## src/logic/scp_pkg.sv

```systemverilog
// Constants shared by the system clock source and prescaler block.
// Assumes every clock pin is sampled in the 100 MHz system clock domain.
package scp_pkg;

  // ----------------------------------------------------------------
  // Clock source select encodings
  // ----------------------------------------------------------------
  localparam logic [1:0] SEL_WAKEUP   = 2'h0;
  localparam logic [1:0] SEL_RESERVED = 2'h1;
  localparam logic [1:0] SEL_PRESCALE = 2'h2;
  localparam logic [1:0] SEL_DIRECT   = 2'h3;

  // ----------------------------------------------------------------
  // Source indices into the sampled clock vector
  // ----------------------------------------------------------------
  localparam int unsigned NUM_SRC    = 4;
  localparam logic [1:0] SRC_DIRECT  = 2'h0;
  localparam logic [1:0] SRC_CRYSTAL = 2'h1;
  localparam logic [1:0] SRC_INTERN  = 2'h2;
  localparam logic [1:0] SRC_WAKEUP  = 2'h3;

  // ----------------------------------------------------------------
  // Prescaler field and reset values
  // ----------------------------------------------------------------
  localparam int unsigned DIV_W       = 10;
  localparam int unsigned MAX_FACTOR  = 1024;
  localparam logic [9:0]  DIV_RESET   = 10'h000;
  localparam logic [1:0]  SEL_RESET   = SEL_WAKEUP;
  localparam int unsigned SYNC_STAGES = 3;

  // ----------------------------------------------------------------
  // Switch sequencer states, Gray coded along run, drain, arm
  // ----------------------------------------------------------------
  typedef enum logic [1:0] {
    ST_RUN   = 2'h0,
    ST_DRAIN = 2'h1,
    ST_ARM   = 2'h3
  } scp_state_e;

endpackage

```

## src/logic/scp_clock_source.sv

```systemverilog
// System clock source selection and output prescaler.
// Assumes clock pins are slow against i_clk_sys and that configuration
// inputs come from logic on the same clock.
// A new source that stops leaves a pending switch waiting in the arm state; an old one stopped high leaves it in drain.
`timescale 1ns/1ps

// Summary of operation
// - Select 11 runs the system clock straight from the direct clock input.
// - Direct drive keeps the input's high and low phases, no reshaping.
// - Select 10 with bypass 1 divides crystal or internal clock by field plus one.
// - Division factor reaches 1024, giving oscillator frequency over 1024.
// - Factor 1 passes the oscillator clock with its own duty cycle.
// - Crystal bypass with factor 1 behaves like direct drive.
// - Select 00 takes the system clock from the wakeup clock source.
module scp_clock_source (
  input  wire logic        i_clk_sys,
  input  wire logic        i_rst_b,
  input  wire logic        i_direct_clock_input,
  input  wire logic        i_crystal_input,
  input  wire logic        i_internal_clock,
  input  wire logic        i_wakeup_clock,
  input  wire logic [1:0]  i_clock_source_select,
  input  wire logic        i_oscillator_bypass_select,
  input  wire logic        i_oscillator_from_internal,
  input  wire logic [9:0]  i_prescaler_divide_field,
  output logic             o_sys_clk,
  output logic             o_switch_busy,
  output logic [1:0]       o_active_select
);

  // ----------------------------------------------------------------
  // Pin sampling
  // ----------------------------------------------------------------
  logic [scp_pkg::NUM_SRC-1:0] pin_vec;
  logic [scp_pkg::NUM_SRC-1:0] lvl_q;
  logic [scp_pkg::NUM_SRC-1:0] lvl_prev_q;

  assign pin_vec = {i_wakeup_clock, i_internal_clock, i_crystal_input, i_direct_clock_input};

  // A level is accepted only once the second and third stages agree
  for (genvar g = 0; g < scp_pkg::NUM_SRC; g++) begin : g_sync
    logic [scp_pkg::SYNC_STAGES-1:0] sync_q;
    always_ff @(posedge i_clk_sys or negedge i_rst_b) begin
      if (!i_rst_b) begin
        sync_q        <= '0;
        lvl_q[g]      <= 1'b0;
        lvl_prev_q[g] <= 1'b0;
      end else begin
        sync_q        <= {sync_q[1:0], pin_vec[g]};
        lvl_prev_q[g] <= lvl_q[g];
        if (sync_q[1] == sync_q[2]) begin
          lvl_q[g] <= sync_q[2];
        end
      end
    end
  end

  // ----------------------------------------------------------------
  // Requested configuration
  // ----------------------------------------------------------------
  logic [1:0]               req_src;
  logic [scp_pkg::DIV_W-1:0] req_div;
  logic                     req_ok;

  always_comb begin
    req_src = scp_pkg::SRC_WAKEUP;
    req_div = '0;
    req_ok  = 1'b1;
    case (i_clock_source_select)
      scp_pkg::SEL_DIRECT: begin
        req_src = scp_pkg::SRC_DIRECT;
      end
      scp_pkg::SEL_PRESCALE: begin
        // Multiplier path is not part of this block; it idles low
        req_ok  = i_oscillator_bypass_select;
        req_src = i_oscillator_from_internal ? scp_pkg::SRC_INTERN
                                             : scp_pkg::SRC_CRYSTAL;
        req_div = i_prescaler_divide_field;
      end
      scp_pkg::SEL_WAKEUP: begin
        req_src = scp_pkg::SRC_WAKEUP;
      end
      default: begin
        req_ok = 1'b0;
      end
    endcase
  end

  // ----------------------------------------------------------------
  // Active configuration and switch sequencer
  // ----------------------------------------------------------------
  scp_pkg::scp_state_e       state_q;
  logic [1:0]                act_sel_q;
  logic [1:0]                act_src_q;
  logic [scp_pkg::DIV_W-1:0] act_div_q;
  logic                      act_ok_q;
  logic [scp_pkg::DIV_W-1:0] half_cnt_q;
  logic                      out_q;
  logic                      cfg_change;
  logic                      cfg_load;
  logic                      src_lvl;
  logic                      src_edge;
  logic                      src_rise;
  logic                      half_done;

  assign cfg_change = (i_clock_source_select != act_sel_q) || (req_src != act_src_q) ||
                      (req_div != act_div_q) || (req_ok != act_ok_q);
  // The new setting is taken only while the output rests low
  assign cfg_load   = (state_q == scp_pkg::ST_DRAIN) && !out_q;
  assign src_lvl    = lvl_q[act_src_q];
  assign src_edge   = lvl_q[act_src_q] ^ lvl_prev_q[act_src_q];
  assign src_rise   = src_edge && src_lvl;
  assign half_done  = (half_cnt_q == act_div_q);

  // Switching only while the output is low, and restarting on a rising
  // edge of the new source, stretches the low phase instead of cutting it
  always_ff @(posedge i_clk_sys or negedge i_rst_b) begin
    if (!i_rst_b) begin
      state_q <= scp_pkg::ST_RUN;
    end else begin
      case (state_q)
        scp_pkg::ST_RUN: begin
          if (cfg_change) begin
            state_q <= scp_pkg::ST_DRAIN;
          end
        end
        scp_pkg::ST_DRAIN: begin
          if (cfg_load) begin
            state_q <= scp_pkg::ST_ARM;
          end
        end
        scp_pkg::ST_ARM: begin
          if (src_rise || !act_ok_q) begin
            state_q <= scp_pkg::ST_RUN;
          end
        end
        default: begin
          state_q <= scp_pkg::ST_RUN;
        end
      endcase
    end
  end

  // A setting written during the drain is the one loaded; later writes
  // start a fresh switch once the sequencer is back in run
  always_ff @(posedge i_clk_sys or negedge i_rst_b) begin
    if (!i_rst_b) begin
      act_sel_q <= scp_pkg::SEL_RESET;
      act_src_q <= scp_pkg::SRC_WAKEUP;
      act_div_q <= scp_pkg::DIV_RESET;
      act_ok_q  <= 1'b1;
    end else if (cfg_load) begin
      act_sel_q <= i_clock_source_select;
      act_src_q <= req_src;
      act_div_q <= req_div;
      act_ok_q  <= req_ok;
    end
  end

  // ----------------------------------------------------------------
  // Output clock generation
  // ----------------------------------------------------------------
  // Counts filtered source edges, both directions, between two toggles
  always_ff @(posedge i_clk_sys or negedge i_rst_b) begin
    if (!i_rst_b) begin
      half_cnt_q <= '0;
    end else if (!act_ok_q || state_q == scp_pkg::ST_ARM) begin
      half_cnt_q <= '0;
    end else if (!cfg_load && act_div_q != '0 && src_edge) begin
      if (half_done) begin
        half_cnt_q <= '0;
      end else begin
        half_cnt_q <= half_cnt_q + 10'h001;
      end
    end
  end

  always_ff @(posedge i_clk_sys or negedge i_rst_b) begin
    if (!i_rst_b) begin
      out_q <= 1'b0;
    end else if (!act_ok_q || cfg_load) begin
      out_q <= 1'b0;
    end else if (state_q == scp_pkg::ST_ARM) begin
      out_q <= src_rise;
    end else if (act_div_q == '0) begin
      // Factor one and direct sources follow the sampled level as is
      out_q <= src_lvl;
    end else if (src_edge && half_done) begin
      // Toggling every factor half periods gives a period of factor cycles
      out_q <= ~out_q;
    end
  end

  // ----------------------------------------------------------------
  // Registered outputs
  // ----------------------------------------------------------------
  always_ff @(posedge i_clk_sys or negedge i_rst_b) begin
    if (!i_rst_b) begin
      o_sys_clk <= 1'b0;
    end else begin
      o_sys_clk <= out_q;
    end
  end

  always_ff @(posedge i_clk_sys or negedge i_rst_b) begin
    if (!i_rst_b) begin
      o_switch_busy <= 1'b0;
    end else begin
      o_switch_busy <= (state_q != scp_pkg::ST_RUN);
    end
  end

  always_ff @(posedge i_clk_sys or negedge i_rst_b) begin
    if (!i_rst_b) begin
      o_active_select <= scp_pkg::SEL_RESET;
    end else begin
      o_active_select <= act_sel_q;
    end
  end

endmodule

```

## config.mk

```make
export PLATFORM = sky130hd
export DESIGN_NAME = scp_clock_source
export DESIGN_NICKNAME = d
export VERILOG_FILES = /design/src/logic/scp_pkg.sv /design/src/logic/scp_clock_source.sv
export SDC_FILE = /design/constraint.sdc
export NUM_CORES = 1
export LEC_CHECK = 0
export ABC_AREA = 0
export BUFFER_PORTS_ARGS = -buffer_cell sky130_fd_sc_hd__buf_2
export CAP_MARGIN = 5
export CORE_MARGIN = 5
export CORE_UTILIZATION = 25
export DETAILED_ROUTE_END_ITERATION = 7
export SLEW_MARGIN = 30
export SYNTH_ARGS = -nofsm -noshare
export SYNTH_HDL_FRONTEND = slang
export SYNTH_SLANG_ARGS = --single-unit
```

## constraint.sdc

```tcl
create_clock -name i_clk_sys -period 6.7 [get_ports i_clk_sys]
set_input_delay 1.675 -clock i_clk_sys [delete_from_list [all_inputs] [get_ports i_clk_sys]]
set_output_delay 1.675 -clock i_clk_sys [all_outputs]
set_load 0.05 [all_outputs]
```

==> results of run 1 <==
cell usage in the layout (no fill, tap or decap), types with 2 or more instances in the layout:
master | netlist | layout
a31oi_1 | 5 | 5
a22o_1 | 7 | 7
nor2b_1 | 3 | 3
o22ai_1 | 5 | 5
o21ai_0 | 9 | 9
xor2_1 | 8 | 8
inv_1 | 13 | 13
xnor2_1 | 7 | 7
and3_1 | 4 | 4
dfrtp_1 | 49 | 49
nor4bb_1 | 2 | 2
a31o_2 | 3 | 3
o21a_1 | 2 | 2
nor2_1 | 12 | 12
dfstp_2 | 3 | 3
a31o_1 | 3 | 3
clkbuf_8 | 0 | 5
mux4_2 | 2 | 2
nand3_1 | 15 | 15
buf_2 | 1 | 23
nand2b_1 | 2 | 2
a211oi_1 | 2 | 2
nor4_2 | 2 | 2
a21oi_1 | 6 | 6
nand2_1 | 36 | 36
nor3_1 | 4 | 4
maj3_1 | 4 | 4
ha_1 | 5 | 5
nor4_1 | 2 | 2
power by group through the flow:
stage,registers [W],clock network [W],logic (W)
floorplan,0.000473,0,0.000390
global placement,0.000474,0,0.000481
detailed placement,0.000475,0,0.000490
CTS,0.000469,0.000189,0.000492
global route,0.000484,0.000198,0.000545
finish,0.000468,0.000179,0.000486
path summary, 6_finish.rpt:
path	end	cells past startpoint
min in group asynchronous	half_cnt_q[3]	2
max in group asynchronous	g_sync[0].sync_q[0]	2
worst min register to register	g_sync[2].sync_q[1]	0
worst max-delay path	state_q[0]	8
worst max register to register	half_cnt_q[9]	6
worst min-delay path	g_sync[2].sync_q[1]	0
state kept, by name, summed over array words and instances, names as in the netlist:
| register | flops |
|---|---|
| lvl_prev_q | 4 |
| half_cnt_q | 10 |
| o_switch_busy | 1 |
| lvl_q | 4 |
| act_sel_q | 2 |
| act_ok_q | 1 |
| g_sync.sync_q | 12 |
| o_active_select | 2 |
| act_src_q | 2 |
| out_q | 1 |
| act_div_q | 10 |
| o_sys_clk | 1 |
| state_q | 2 |
cell families after synthesis:
| group | share of synthesized area |
|---|---|
| AND/OR/NAND/NOR | 0.1882 |
| flip-flops | 0.5151 |
| AO/OA/AOI/OAI | 0.1437 |
| buffers and inverters | 0.03457 |
| XOR/XNOR | 0.05185 |
| adder cells (fa/ha/maj) | 0.04049 |
| multiplexers | 0.02617 |
stage by stage:
stage	area (um2)	power, W
final	2874	0.001133
after global routing	2874	0.001227
after CTS	2874	0.001150
after detailed placement	2784	0.0009652
after global placement	2784	0.0009552
after floorplan	2534	0.0008631
area by class of cell:
| cell class | count | area [um2] | area share |
|---|---|---|---|
| clock buffer | 5 | 68.82 | 0.02394 |
| tap | 133 | 166.4 | 0.05790 |
| sequential | 52 | 1305 | 0.4541 |
| timing repair buffer | 24 | 122.6 | 0.04266 |
| multi-input combinational | 172 | 1141 | 0.3970 |
| clock inverter | 3 | 21.27 | 0.007401 |
| inverter | 13 | 48.80 | 0.01698 |
metal layers:
metal  track usage  routed length (um)  part of all wire  up-vias
li1              -                   -                 -      914
met4       0.02545                  46            0.0088        0
met2        0.1323                2374              0.45       37
met3       0.01801                 178             0.034        4
met5             0                   0                 0        -
met1        0.1239                2631              0.50      876
==> run metrics, run 1 <==
status=finished, final reports clean; Sequential Power Share=0.413; Total GRT Usage=0.08678; GP Congestion=~0.8; sequential cell area fraction in the yosys report=0.5151; Worst-Skew Late Latency=~300 ps; critical path class=primary input to flip-flop; count of input and output buffers=23; Cells after Synth=between 200 and 250; CTS root buffer=clkbuf_8; gr ovfl total=0; Crit path max-delay family=compound AO/OA/AOI/OAI gates; R2R Setup Slk=3990 ps; area leader, netlist=dfrtp_1; count of cell types in the netlist=53; Ant. Diodes=0; Worst Skew=around 4.9 ps; post-route setup slack=~3400 ps; Avg WL per Cell=~13 um; detailed-router iteration count before antenna repair=4; sw frac=0.4238; Longest Clk Path Bufs=2; Hold-fix buffers, CTS=0; CP max stage delay=580 ps; Ys Warns=0; commonest register cell after synthesis=dfrtp_1; Fin. Hold Viols=0; Post-Syn Area=around 2500 um2; Critical path origin=i_clock_source_select[0]; critical path cell sequence=buf_2 > inv_1 > ha_1 > nand2_1 > a22o_1 > nor4_1 > a31oi_1 > a211o_1; top-count cell post-synth=dfrtp_1; Yosys top cell area share=0.4840; first-pass GRT wire length=9052 um; initial antenna violation count=0; Final ANT Viol Nets=0; setup_tns=0 ps; Worst setup SP type=primary input; dpl ws=about 3100 ps; Die Ht=110.7 um; Net Switching=a little under 0.0005 W; # setup viols final=0; Leak=about 1.3 nW; Initial DRC Count=75; slowest stage cell, crit path=ha_1; Hold Slack=around 360 ps; ys async rst share=1.000; clk sinks=52; Commonest cells post-synth=dfrtp_1 (49), nand2_1 (36), nand3_1 (15), inv_1 (13), nor2_1 (12); Syn Nets=between 200 and 300; Core Region=9819 um2; total CTS buffers=5; Clock power frac=0.158; Worst EP required=6900 ps; Post-Route WL=between 5000 and 6000 um; combinational power share=0.429; CP arrival=roughly 3500 ps; Hold Path Origin=g_sync[2].sync_q[0]; Die ar.=approximately 12000 um2; post-CTS setup buffers=0; via density per instance=~4.6; internal power=around 0.00065 W; vias in the first global route=between 1500 and 2000; Critical path buffers and inverters=2; Final min period=roughly 3300 ps; row count=36; Worst Tran Pin Value=701.3 ps; CTS tree=built; filler cell count=1064; path type of the worst min-delay path=flip-flop to flip-flop; Area growth, synth to finish=13.43%; count of pins over their slew limit=0; largest net degree at the start of global routing=53; slew margin rel.=0.5314; Worst Setup End Kind=flip-flop; Clk pin slew, worst setup/hold paths=approximately 100 ps; placed insts=around 390; worst reg2reg startpoint=act_src_q[0]; Die Wd=about 110 um; number of synthesized flops with an enable pin=0; initial core utilization=0.2580; Max-Cap Viols=0; fin crit share=0.4902; Avg Cell Area, Syn=about 10 um2; PwrDens=around 400 nW/um2; vias=roughly 1800; top post-synthesis cells by area=dfrtp_1 (48%), nand2_1 (5.3%), dfstp_2 (3.1%); CTS resizes=0; Fmax=~0.30 GHz; non-filler cells, final=402; worst-path maximum fanout=21; Final HPWL DP=3840 um; CTS H-tree depth=2; Max VDD drop=~0.00018 V; share of cells above drive strength 1=0.1784; io pins=24; DRC Markers=0; fin nets=293; Synth Register Bits=52; unrepaired setup endpoints after global routing=false; Layout Utilization=0.2927
No activity file was read; power rests on OpenSTA's default activity.
==> run 2, diff against run 1 <==
==> constraint.sdc (replaced) <==
create_clock -name i_clk_sys -period 2.9 [get_ports i_clk_sys]
set_input_delay 0.725 -clock i_clk_sys [delete_from_list [all_inputs] [get_ports i_clk_sys]]
set_output_delay 0.725 -clock i_clk_sys [all_outputs]
set_load 0.05 [all_outputs]
==> run 2 against run 1 <==
Compared with the run above:
- setup slack got worse by 3000 ps
- final cell count rose by 1.0%
- die area unchanged
- utilization up 0.25 points
- sequential share of layout area decreased by 0.39 points
- wire length increased by 1.2%
- global-route usage about the same
- count of clock-buffer cells in the layout up 1
- first-iteration DRC count decreased by 13%
- highest routed layer unchanged
==> run metrics, run 2 (same netlist as run 1, synthesis figures left out) <==
Worst EP required=3090 ps (was 6900 ps); detailed-router iteration count before antenna repair=4 (unchanged); Core Region=9819 um2 (unchanged); CTS resizes=0 (unchanged); CTS H-tree depth=2 (unchanged); Worst Skew=5.752 ps (was 4.860 ps); share of cells above drive strength 1=0.1868 (was 0.1784); Clk pin slew, worst setup/hold paths=90 ps (was 100 ps); count of input and output buffers=23 (unchanged); non-filler cells, final=406 (was 402); CTS tree=built (unchanged); status=finished, final reports clean (unchanged); CP arrival=2700 ps (was 3480 ps); Most flops, register=g_sync.sync_q (unchanged); unrepaired setup endpoints after global routing=false (unchanged); Die Ht=110.7 um (unchanged); initial core utilization=0.2580 (unchanged); initial antenna violation count=0 (unchanged); GP Congestion=0.7798 (was 0.8031); Fmax=roughly 0.4 GHz; CTS root buffer=clkbuf_8 (unchanged); Final HPWL DP=3968 um (was 3840 um); total CTS buffers=5 (unchanged); critical path class=flip-flop to flip-flop (was primary input to flip-flop); Final ANT Viol Nets=0 (unchanged); PwrDens=913.3 nW/um2 (was 394.4 nW/um2); Worst Tran Pin Value=720.6 ps (was 701.3 ps); largest net degree at the start of global routing=28 (was 53); Fin. Hold Viols=0 (unchanged); Die Wd=110.7 um (unchanged); Initial DRC Count=65 (was 75); post-CTS setup buffers=0 (unchanged); fin crit share=0.8622; clk sinks=52 (unchanged); Hold-fix buffers, CTS=0 (unchanged); row count=36 (unchanged); setup_tns=0 ps (unchanged); Total GRT Usage=0.08713 (was 0.08678); vias in the first global route=1820 (was 1830); most frequent cells in the layout=dfrtp_1 (49), nand2_1 (36), buf_2 (23) (unchanged); Avg WL per Cell=13.04 um (was 13.01 um); gr ovfl total=0 (unchanged); worst-path maximum fanout=7 (was 21); first-pass GRT wire length=9073 um (was 9052 um); Worst setup SP type=flip-flop (was primary input); # setup viols final=0 (unchanged); slew margin rel.=0.5184 (was 0.5314); Largest regs=g_sync.sync_q x12, act_div_q x10, half_cnt_q x10 (unchanged); Leak=1.316 nW (was 1.300 nW); via density per instance=4.626 (was 4.555); Final min period=around 2500 ps; placed insts=398 (was 394); Worst-Skew Late Latency=300 ps (about the same); commonest non-fill, non-tap cell in the layout=dfrtp_1 (unchanged); Worst Setup End Kind=flip-flop (unchanged); max reg flops=12 (unchanged); io pins=24 (unchanged); Area growth, synth to finish=14.42% (was 13.43%); fin nets=297 (was 293); vias=1878 (was 1831); path type of the worst min-delay path=primary input to async pin (was flip-flop to flip-flop); Ant. Diodes=0 (unchanged); Longest Clk Path Bufs=2 (unchanged); Die ar.=12250 um2 (unchanged); Max VDD drop=0.0004378 V (was 0.0001816 V); Post-Route WL=5293 um (was 5231 um); Max-Cap Viols=0 (unchanged); count of pins over their slew limit=0 (unchanged); DRC Markers=0 (unchanged)
## run 2: cell types whose count changed in the layout (fill, tap and decap cells not counted), sizes merged
cell	previous run	this run
inv	14	13
buf	24	28
clkbuf	5	6
## run 2: path summary, 6_finish.rpt
path	from	endpoint	slack, ps	cells after the start
setup / recovery	act_src_q[0]	half_cnt_q[9]	400	6
hold / removal	i_rst_b	g_sync[0].sync_q[0]	240	1
setup reg to reg	act_src_q[0]	half_cnt_q[9]	400	6
hold reg to reg	g_sync[2].sync_q[0]	g_sync[2].sync_q[1]	360	0
max in group asynchronous	i_rst_b	act_ok_q	2030	2
min in group i_clk_sys	g_sync[2].sync_q[0]	g_sync[2].sync_q[1]	360	0
## run 2: where the power goes
group          leakage [nW]  switching, W  internal (W)
clock network        0.0412      0.000236      0.000169
registers             0.647      0.000191      0.000888
logic                 0.628      0.000683      0.000480
total                  1.32       0.00111       0.00154
## run 2: cell type report
cell class                 count  area [um2]
clock buffer                   6       72.57
clock inverter                 2       12.51
fill                        1052        6920
inverter                      13       48.80
multi-input combinational    172        1141
sequential                    52        1305
tap                          133       166.4
timing repair buffer          28       152.6
## run 2: through the flow
stage | total power [W] | instance area, um2 | utilization | setup slack, ps | hold WS (ps)
after floorplan | 0.001994 | 2534 | - | 282.8 | 331.2
after global placement | 0.002243 | 2814 | 0.2866 | 462.2 | 331.7
after detailed placement | 0.002270 | 2814 | 0.2866 | 403.2 | 340.2
after CTS | 0.002675 | 2899 | 0.2952 | 385.5 | 242.9
after global routing | 0.002851 | 2899 | 0.2952 | 275.7 | 238.7
final | 0.002648 | 2899 | 0.2952 | 399.6 | 240.1
## run 2: layer usage
layer	vias up	wire length [um]	track usage	part of all wire
met5	-	0	0	0
met4	0	74	0.02627	0.014
met3	8	173	0.01747	0.033
met2	44	2480	0.1359	0.47
met1	907	2565	0.1219	0.48
li1	919	-	-	-
## run 2: critical path, stage by stage, from the launching register on
cell and delay [ps]:
dfstp_2 620, mux4_2 540, ha_1 370, a311oi_2 300, nor2_2 140, a31o_1 200, a22o_1 220
==> run 3, diff against run 2 <==
--- a/config.mk
+++ b/config.mk
@@ -11,6 +11,7 @@
 export CORE_MARGIN = 5
 export CORE_UTILIZATION = 25
 export DETAILED_ROUTE_END_ITERATION = 7
+export GPL_TIMING_DRIVEN = 0
 export SLEW_MARGIN = 30
 export SYNTH_ARGS = -nofsm -noshare
 export SYNTH_HDL_FRONTEND = slang
==> run 3 against run 2 <==
Compared with the run above:
- critical path depth did not move
- fmax fell by 3.1%
- non-clock buffer count rose by 2
- sequential share of layout area fell by 0.37 points
- combinational power rose by 6%
- via count fell by 0.32%
- hold slack improved by 120 ps
- total power rose by 3.5%
- sequential power barely moved
==> run metrics, run 3 (same netlist as run 1, synthesis figures left out) <==
vias in the first global route=1889 (was 1820); Hold Path Origin=g_sync[2].sync_q[0]; Sequential Power Share=0.388 (was 0.408); CP arrival=2790 ps (was 2700 ps); CTS resizes=1 (was 0); Post-Route WL=5185 um (was 5293 um); share of cells above drive strength 1=0.1782 (was 0.1868); row count=36 (unchanged); critical path cell sequence=mux4_2 > ha_1 > a311oi_4 > nor2_2 > a31o_1 > a22o_1 (was mux4_2 > ha_1 > a311oi_2 > nor2_2 > a31o_1 > a22o_1); Net Switching=0.001161 W (was 0.001110 W); Clock power frac=0.164 (was 0.153); Layout Utilization=0.2977 (was 0.2952); post-CTS setup buffers=0 (unchanged); CTS root buffer=clkbuf_8 (unchanged); GP Congestion=0.7973 (was 0.7798); status=finished, final reports clean (unchanged); Hold Path End=g_sync[2].sync_q[1]; PwrDens=937.7 nW/um2 (was 913.3 nW/um2); count of pins over their slew limit=0 (unchanged); Fin. Hold Viols=0 (unchanged); vias=1872 (was 1878); Fmax=0.3876 GHz (was 0.3999 GHz); FF-to-FF path depth=6 (unchanged); slowest stage cell, crit path=dfstp_2 (unchanged); CTS tree=built (unchanged); Worst Tran Pin Value=731.7 ps (was 720.6 ps); max reg flops=12 (unchanged); Die Ht=110.7 um (unchanged); Final HPWL DP=3856 um (was 3968 um); Total GRT Usage=0.08955 (was 0.08713); Ant. Diodes=0 (unchanged); critical path class=flip-flop to flip-flop (unchanged); FF-to-FF End=half_cnt_q[8] (was half_cnt_q[9]); M2 GR Usage=0.1400 (was 0.1359); initial antenna violation count=0 (unchanged); Post-DP Area=2818 um2 (was 2814 um2); combinational power share=0.448 (was 0.440); R2R Setup Slk=320 ps (was 400 ps); met3 Use GR=0.01965 (was 0.01747); DRC Markers=0 (unchanged); initial core utilization=0.2580 (unchanged); CP max stage delay=630 ps (was 620 ps); io pins=24 (unchanged); via density per instance=4.588 (was 4.626); worst reg2reg startpoint=act_src_q[0] (unchanged); Worst Setup End Kind=flip-flop (unchanged); internal power=0.001580 W (was 0.001538 W); Longest Clk Path Bufs=2 (unchanged); WHS Path Cells=0; commonest non-fill, non-tap cell in the layout=dfrtp_1 (unchanged); Avg WL per Cell=12.71 um (was 13.04 um); most frequent cells in the layout=dfrtp_1 (49), nand2_1 (36), buf_2 (23) (unchanged); sw frac=0.4237 (was 0.4191); first-pass GRT wire length=9273 um (was 9073 um); Final min period=2580 ps (was 2500 ps); slew margin rel.=0.5100 (was 0.5184); post-route cell area=2923 um2 (was 2899 um2); largest net degree at the start of global routing=53 (was 28); Hold-fix buffers, CTS=0 (unchanged); Die ar.=12250 um2 (unchanged); Max-Cap Viols=0 (unchanged); # setup viols final=0 (unchanged); total CTS buffers=5 (unchanged); Area growth, synth to finish=15.36% (was 14.42%); clk sinks=52 (unchanged); Max VDD drop=0.0005223 V (was 0.0004378 V); Largest regs=g_sync.sync_q x12, act_div_q x10, half_cnt_q x10 (unchanged); Leak=1.320 nW (was 1.316 nW); Core Region=9819 um2 (unchanged); GRT busiest layer=met2 (unchanged); Worst-Skew Late Latency=310 ps (was 300 ps); fin crit share=0.8898 (was 0.8622); setup_tns=0 ps (unchanged); Final ANT Viol Nets=0 (unchanged); CTS H-tree depth=2 (unchanged); fin nets=299 (was 297); path type of the worst min-delay path=flip-flop to flip-flop (was primary input to async pin); Initial DRC Count=84 (was 65); worst-path maximum fanout=7 (unchanged); Clk pin slew, worst setup/hold paths=100 ps (was 90 ps); gr ovfl total=0 (unchanged); detailed-router iteration count before antenna repair=4 (unchanged); Worst EP required=3110 ps (was 3090 ps); Worst Skew=9.525 ps (was 5.752 ps); count of input and output buffers=23 (unchanged); Worst setup SP type=flip-flop (unchanged); grt met1 use=0.1239 (was 0.1219); unrepaired setup endpoints after global routing=false (unchanged); Die Wd=110.7 um (unchanged); Most flops, register=g_sync.sync_q (unchanged)
==> run 3: layer usage <==
layer	up-vias	routed length, um	share of wire
li1	927	-	-
met1	902	2488	0.48
met5	-	0	0
met2	37	2411	0.46
met4	0	64	0.012
met3	6	220	0.042
==> run 3: power by group through the flow <==
stage / logic (W) / clock network [W] / registers (W)
global placement: 0.00121 / 0 / 0.00106
finish: 0.00123 / 0.000450 / 0.00106
CTS: 0.00126 / 0.000469 / 0.00105
detailed placement: 0.00122 / 0 / 0.00106
global route: 0.00138 / 0.000493 / 0.00109
floorplan: 0.000902 / 0 / 0.00109
==> run 3: worst max-delay path by stage <==
stage,startpoint,to,slack [ps],cells past startpoint
3_5_place_dp,act_src_q[0],half_cnt_q[7],5,7
2_1_floorplan,act_src_q[0],half_cnt_q[9],280,7
5_1_grt,act_src_q[0],half_cnt_q[8],180,6
6_report,act_src_q[0],half_cnt_q[8],320,6
4_1_cts,act_src_q[0],half_cnt_q[8],50,7
3_3_place_gp,act_src_q[0],half_cnt_q[9],10,7
==> run 3: cell type report <==
type	count	area, um2
Fill cell	1085	6897
Sequential cell	52	1305
Multi-Input combinational cell	172	1152
Tap cell	133	166.4
Timing Repair Buffer	23	117.6
Clock buffer	5	68.82
Inverter	13	48.80
Buffer	7	35.03
Clock inverter	3	28.78
==> run 3: critical path, delay by kind of cell, from the launching register on <==
| kind | cells | cell delay, ps |
|---|---|---|
| AND/OR/NAND/NOR | 1 | 140 |
| multiplexers | 1 | 540 |
| adder cells (fa/ha/maj) | 1 | 390 |
| AO/OA/AOI/OAI | 3 | 770 |
| flip-flops | 1 | 630 |
==> run 3: metrics by stage <==
step,setup slack [ps],power [W],hold slack [ps],std cells
after global routing,178.9,0.002966,377.2,408
final,319.7,0.002741,362.5,408
after detailed placement,5.126,0.002282,335.5,401
after global placement,14.06,0.002266,332.9,401
after CTS,53.93,0.002778,362.6,409
after floorplan,282.8,0.001994,331.2,245
